$ cat config.mk
export PLATFORM = sky130hd
export DESIGN_NAME = cer_top
export DESIGN_NICKNAME = d
export VERILOG_FILES = /design/src/hdl/cer_pkg.sv /design/src/hdl/cer_top.sv
export SDC_FILE = /design/constraint.sdc
export NUM_CORES = 1
export LEC_CHECK = 0
export BUFFER_PORTS_ARGS = -buffer_cell sky130_fd_sc_hd__buf_4
export CORE_ASPECT_RATIO = 1.4
export CORE_MARGIN = 2
export CORE_UTILIZATION = 40
export CTS_CLUSTER_SIZE = 10
export DETAILED_ROUTE_END_ITERATION = 10
export PLACE_DENSITY = 0.86
export SETUP_SLACK_MARGIN = 0.05
export SYNTH_ARGS = -nofsm -noshare
export SYNTH_HDL_FRONTEND = slang
export SYNTH_SLANG_ARGS = --single-unit
$ cat constraint.sdc
create_clock -name core_clk_i -period 4.1 [get_ports core_clk_i]
set_clock_uncertainty 0.1 [all_clocks]
set_input_delay 0.82 -clock core_clk_i [delete_from_list [all_inputs] [get_ports core_clk_i]]
set_output_delay 0.82 -clock core_clk_i [all_outputs]
set_load 0.005 [all_outputs]
$ cat src/hdl/cer_pkg.sv
// Constants and types for the command error reporter
package cer_pkg;
   localparam int AW = 4;
   localparam int DW = 32;
   localparam int CODE_W = 4;
   localparam int NDIAG = 3;
   // Register byte offsets
   localparam logic [AW-1:0] OFS_CTRL = 4'h0;
   localparam logic [AW-1:0] OFS_CMD = 4'h4;
   localparam logic [AW-1:0] OFS_FLAGS = 4'h8;
   localparam logic [AW-1:0] OFS_CODE = 4'hC;
   // Field positions
   localparam int CTRL_CALM_BIT = 0;
   localparam int CMD_RST_BIT = 0;
   localparam int FLG_ASTS = 0;
   localparam int FLG_STS = 1;
   localparam int FLG_SPOLL = 2;
   localparam int FLG_FAULT = 3;
   localparam int NFLG = 4;
   localparam int FLAGS_IND_LSB = 4;
   localparam int FLAGS_CALM_BIT = 8;
   // Error codes
   localparam logic [CODE_W-1:0] CODE_NONE = 4'h0;
   localparam logic [CODE_W-1:0] CODE_PARSE = 4'h4;
   localparam logic [CODE_W-1:0] CODE_RANGE = 4'h5;
   localparam logic [CODE_W-1:0] CODE_SOFT = 4'h6;
   localparam logic [CODE_W-1:0] CODE_LIMIT = 4'h7;
   localparam logic [CODE_W-1:0] CODE_NOQRY = 4'h8;
   localparam logic [CODE_W-1:0] CODE_OVP = 4'h9;
   localparam logic [CODE_W-1:0] CODE_SUBNR = 4'hA;
   localparam logic [CODE_W-1:0] CODE_CAL = 4'hC;
   // Reset values
   localparam logic RST_WAIT = 1'h1;
   localparam logic RST_CALM = 1'h0;
   localparam logic [NFLG-1:0] RST_FLAGS = 4'h0;
   localparam logic [DW-1:0] RST_RDATA = 32'h0000_0000;

   // Command events from the interpreter, one-cycle pulses; cal_cmd is rejected only outside calibration mode
   typedef struct packed {
      logic parse;
      logic range_err;
      logic soft_limit;
      logic improper_limit;
      logic unasked_read;
      logic ovp_below;
      logic sub_no_resp;
      logic cal_cmd;
   } cer_evt_s;

   // Processor recovery events, one-cycle pulses
   typedef struct packed {
      logic sub_restart;
      logic master_restart;
      logic illegal_op_recover;
   } cer_diag_s;
endpackage : cer_pkg

$ cat src/hdl/cer_top.sv
// Error code reporter and diagnostic indicators with Avalon-MM registers
module cer_top
   import cer_pkg::*;
(
   // Clock and reset
   input wire logic core_clk_i,
   input wire logic rst_i,
   // Avalon-MM slave
   input wire logic [AW-1:0] avs_address_i,
   input wire logic avs_read_i,
   input wire logic avs_write_i,
   input wire logic [DW-1:0] avs_writedata_i,
   input wire logic [3:0] avs_byteenable_i,
   output logic [DW-1:0] avs_readdata_o,
   output logic avs_waitrequest_o,
   // Interpreter and processor recovery events
   input wire cer_evt_s cmd_evt_i,
   input wire cer_diag_s diag_evt_i,
   // Status
   output logic [NFLG-1:0] err_flags_o,
   output logic [CODE_W-1:0] err_code_o,
   output logic calibration_mode_o,
   output logic cal_accept_o,
   output logic [NDIAG-1:0] processor_recovery_indicator_o
);

   logic wait_r;
   logic wait_nxt;
   logic [DW-1:0] rdata_r;
   logic cal_mode_r;
   logic cal_mode_nxt;
   logic [CODE_W-1:0] code_r;
   logic [CODE_W-1:0] code_nxt;
   logic [NFLG-1:0] flags_r;
   logic [NFLG-1:0] flags_nxt;
   logic fresh_r;
   logic fresh_nxt;
   logic cal_acc_r;
   logic [NDIAG-1:0] ind_r;

   // Bus decode
   wire req = avs_read_i | avs_write_i;
   wire accept = req & wait_r;
   wire done = req & ~wait_r;
   wire sel_ctrl = avs_address_i == OFS_CTRL;
   wire sel_cmd = avs_address_i == OFS_CMD;
   wire sel_flags = avs_address_i == OFS_FLAGS;
   wire sel_code = avs_address_i == OFS_CODE;
   wire wr_lo = done & avs_write_i & avs_byteenable_i[0];
   wire wr_ctrl = wr_lo & sel_ctrl;
   wire reset_cmd = wr_lo & sel_cmd & avs_writedata_i[CMD_RST_BIT];
   wire rd_code = done & avs_read_i & sel_code;

   // Error classification, lowest code wins
   wire cal_refused = cmd_evt_i.cal_cmd & ~cal_mode_r;
   wire [CODE_W-1:0] c_cal = cal_refused ? CODE_CAL : CODE_NONE;
   wire [CODE_W-1:0] c_sub = cmd_evt_i.sub_no_resp ? CODE_SUBNR : c_cal;
   wire [CODE_W-1:0] c_ovp = cmd_evt_i.ovp_below ? CODE_OVP : c_sub;
   wire [CODE_W-1:0] c_nq = cmd_evt_i.unasked_read ? CODE_NOQRY : c_ovp;
   wire [CODE_W-1:0] c_lim = cmd_evt_i.improper_limit ? CODE_LIMIT : c_nq;
   wire [CODE_W-1:0] c_soft = cmd_evt_i.soft_limit ? CODE_SOFT : c_lim;
   wire [CODE_W-1:0] c_rng = cmd_evt_i.range_err ? CODE_RANGE : c_soft;
   wire [CODE_W-1:0] new_code = cmd_evt_i.parse ? CODE_PARSE : c_rng;
   wire err_ev = new_code != CODE_NONE;

   // The clear on a completing read is skipped if an error came after the code was captured or arrives in the same cycle
   wire clr_err = rd_code & ~fresh_r & ~err_ev;

   // Read data mux
   wire [DW-1:0] rd_ctrl = {{(DW-1){1'b0}}, cal_mode_r};
   wire [DW-1:0] rd_flags = {{(DW-FLAGS_CALM_BIT-1){1'b0}}, cal_mode_r,
      {(FLAGS_CALM_BIT-FLAGS_IND_LSB-NDIAG){1'b0}}, ind_r, flags_r};
   wire [DW-1:0] rd_code_w = {{(DW-CODE_W){1'b0}}, code_r};
   wire [DW-1:0] rd_mux = sel_ctrl ? rd_ctrl :
      sel_flags ? rd_flags :
      sel_code ? rd_code_w : RST_RDATA;

   // Next-state terms
   assign wait_nxt = ~accept;
   assign cal_mode_nxt = wr_ctrl ? avs_writedata_i[CTRL_CALM_BIT] : cal_mode_r;
   assign code_nxt = err_ev ? new_code : (clr_err ? CODE_NONE : code_r);
   assign flags_nxt = err_ev ? {NFLG{1'b1}} : (clr_err ? RST_FLAGS : flags_r);
   assign fresh_nxt = err_ev | (fresh_r & ~accept);

   always_ff @(posedge core_clk_i or posedge rst_i) begin
      if (rst_i) begin
         wait_r <= RST_WAIT;
         rdata_r <= RST_RDATA;
         cal_mode_r <= RST_CALM;
         code_r <= CODE_NONE;
         flags_r <= RST_FLAGS;
         fresh_r <= 1'b0;
         cal_acc_r <= 1'b0;
      end else begin
         wait_r <= wait_nxt;
         if (accept) begin
            rdata_r <= avs_read_i ? rd_mux : RST_RDATA;
         end
         cal_mode_r <= cal_mode_nxt;
         code_r <= code_nxt;
         flags_r <= flags_nxt;
         fresh_r <= fresh_nxt;
         cal_acc_r <= cmd_evt_i.cal_cmd & cal_mode_r;
      end
   end

   // Latched diagnostic indicators, a new event wins over the reset command
   genvar gi;
   generate
      for (gi = 0; gi < NDIAG; gi++) begin : g_ind
         always_ff @(posedge core_clk_i or posedge rst_i) begin
            if (rst_i) begin
               ind_r[gi] <= 1'b0;
            end else begin
               ind_r[gi] <= diag_evt_i[gi] | (ind_r[gi] & ~reset_cmd);
            end
         end
      end
   endgenerate

   assign avs_waitrequest_o = wait_r;
   assign avs_readdata_o = rdata_r;
   assign err_flags_o = flags_r;
   assign err_code_o = code_r;
   assign calibration_mode_o = cal_mode_r;
   assign cal_accept_o = cal_acc_r;
   assign processor_recovery_indicator_o = ind_r;
endmodule // cer_top

==> flow_summary_export.csv <==
group,metric,value,unit
clock_tree,postCtsHoldBufs,0,
power_and_ir_drop,seqPwrFrac,54.6,%
route,drc_errors,0,
place,place_ws,1.98,ns
die,boundaryPins,101,
clock_tree,cts-resized-gates,0,
clock_tree,postCtsSetupBuffers,0,
route,drt_first_pass_iters,4,
yosys,synthCells,106,
power_and_ir_drop,power.internal,0.292,mW
run,cap_violations,0,
power_and_ir_drop,power_density,283,nW/µm²
power_and_ir_drop,peakVddDrop,0.000202,V
final_layout,finalNonFillerCells,183,
power_and_ir_drop,comb_power_share,16.7,%
timing,setup_viol,0,
die,core,2640,µm²
route,vias,852,
clock_tree,worstSkewPairLatency,0.29,ns
yosys,syn_area,1110,µm²
timing,max_slew_margin,50.8,%
setup_path,critPathCaptureType,"output pin",
worst_hold_path,hp-class,"flop to flop",
setup_path,worst-path-buf-inv,1,
setup_path,required,3.18,ns
global_routing,grt_usage,15.6,%
place,portBuffers,42,
setup_path,worst-endpoint-arrival,1.02,ns
die,num_rows,22,
timing,finalSetupTns,0,ns
final_layout,nets,203,
yosys,synthDistinctLibCells,31,
global_routing,grt-ovfl-total,0,
clock_tree,cts_num_sinks,20,
power_and_ir_drop,p_sw,0.100,mW
final_layout,fin_util,52.3,%
clock_tree,clock-root-buffer,"clkbuf_4",
clock_tree,cts.path.max_buffers,2,
yosys,synth_edf_count,0,
power_and_ir_drop,finalPower,0.392,mW
final_layout,area_growth_syn_to_layout,24.6,%
yosys,ys_warn_count,0,
timing,holdWs,0.397,ns
yosys,syn_avg_cell_area,10.5,µm²
clock_tree,numCtsBuffers,3,
yosys,dominantRegCellSynth,"dfrtp_1",
setup_path,slowest_stage,"dfstp_2",
place,gp_congestion,0.873,
route,wl,2.37,mm
final_layout,most-common-layout-cells,"buf_4 (42), conb_1 (24), dfrtp_1 (19), nand2_1 (6)",
timing,drv_slew,0,
place,post_dp_cell_area,1350,µm²
timing,post-route-period-util,47.2,%
route,detail_route.wl_per_cell,13.0,µm
power_and_ir_drop,p_leak,0.683,nW
die,fp.dieH,66.3,µm
place,dp_hpwl,1.96,mm
final_layout,layout-drive-gt1-share,38.1,%
die,die_x,48.5,µm
yosys,synth-seq-cells,20,
global_routing,grt_max_degree,21,
clock_tree,clk_pin_slew,0.11,ns
timing,fmax,516,MHz
setup_path,worst_path_dominant_cell_family,"flip-flops",
yosys,seq_area_frac_synth,45.2,%
timing,hold_viol,0,
route,via_per_inst,4.66,
route,ant_nets,0,
yosys,synthArstFlopShare,100,%
clock_tree,htree_num_levels,1,
setup_path,start_kind,"flop",
global_routing,grt_pass1_vias,879,
power_and_ir_drop,clockPowerShare,28.7,%
die,start_util,42.0,%
global_routing,grt_pass1_wl,3.97,mm
global_routing,antenna_found_initial,0,
timing,period_needed,1.94,ns
route,drt_iter0_markers,12,
timing,setup_slack,2.16,ns
clock_tree,cts_tree,"built",
outcome,status,"complete, no violations",
setup_path,critical_path.cell_chain,"buf_4",
setup_path,critPathKind,"flop to output pin",
setup_path,crit_path_max_incr_delay,0.60,ns
final_layout,layout_commonest_cell,"buf_4",
timing,rsz0062_at_grt,"false",
timing,tightest_slew,0.738,ns
power_and_ir_drop,switching_share,25.5,%
final_layout,final_cell_area,1380,µm²
final_layout,diodes,0,
setup_path,crit_fanout,6,
place,dp.cells,179,
die,die_area,3220,µm²
## flip-flops by register name, indices dropped and copies added (netlist names)
| name | count |
|---|---|
| avs_readdata_o | 8 |
| err_code_o | 4 |
| processor_recovery_indicator_o | 3 |
| avs_waitrequest_o | 1 |
| cal_accept_o | 1 |
| calibration_mode_o | 1 |
| err_flags_o | 1 |
| fresh_r | 1 |
## routing by layer
metal / GRT usage [%] / vias up / wire length (µm)
li1: - / 402 / -
met1: 17.9 / 405 / 907
met2: 28.6 / 43 / 1270
met3: 3.62 / 2 / 175
met4: 4.64 / 0 / 23
met5: 0 / - / 0
## cell families after synthesis
group                  share of synthesized area [%]
AO/OA/AOI/OAI                                   17.3
flip-flops                                      45.2
buffers and inverters                           19.6
multiplexers                                    1.01
AND/OR/NAND/NOR                                 16.6
other                                          0.338
## worst paths after layout
kind	start	end	slack [ns]	cells past startpoint
setup / recovery	avs_waitrequest_o$_DFF_PP1_	avs_waitrequest_o	2.16	1
hold reg to reg	fresh_r$_DFF_PP0_	fresh_r$_DFF_PP0_	0.40	1
setup reg to reg	avs_waitrequest_o$_DFF_PP1_	calibration_mode_o$_DFFE_PP0P_	2.53	4
hold / removal	fresh_r$_DFF_PP0_	fresh_r$_DFF_PP0_	0.40	1
min in group asynchronous	rst_i	calibration_mode_o$_DFFE_PP0P_	0.54	2
max in group asynchronous	rst_i	avs_readdata_o[3]$_DFFE_PP0P_	2.89	2
## power by group through the flow
stage	clock [mW]	combinational (mW)	sequential, mW
floorplan	0	0.0436	0.217
global placement	0	0.0627	0.217
detailed placement	0	0.0657	0.218
CTS	0.116	0.0658	0.214
global route	0.122	0.0729	0.216
finish	0.112	0.0653	0.214
## synth_stat cells, types with 4 or more instances
library cell  number  share of area [%]
o21ai_0            4                1.8
nand2_1            6                2.0
a21o_1             5                3.4
a21oi_1            5                2.3
nor2_1             5                1.7
buf_4             28                 19
a22o_1             4                3.2
dfrtp_1           19                 43
## area by class of cell
class | instances | area, µm²
flip-flops and latches | 20 | 502
inverters | 2 | 7.51
clock buffers | 4 | 36.3
repair buffers | 42 | 315
well taps | 36 | 45.0
fillers | 242 | 1260
multi-input cells | 79 | 477
(Power assumes the default switching activity.)
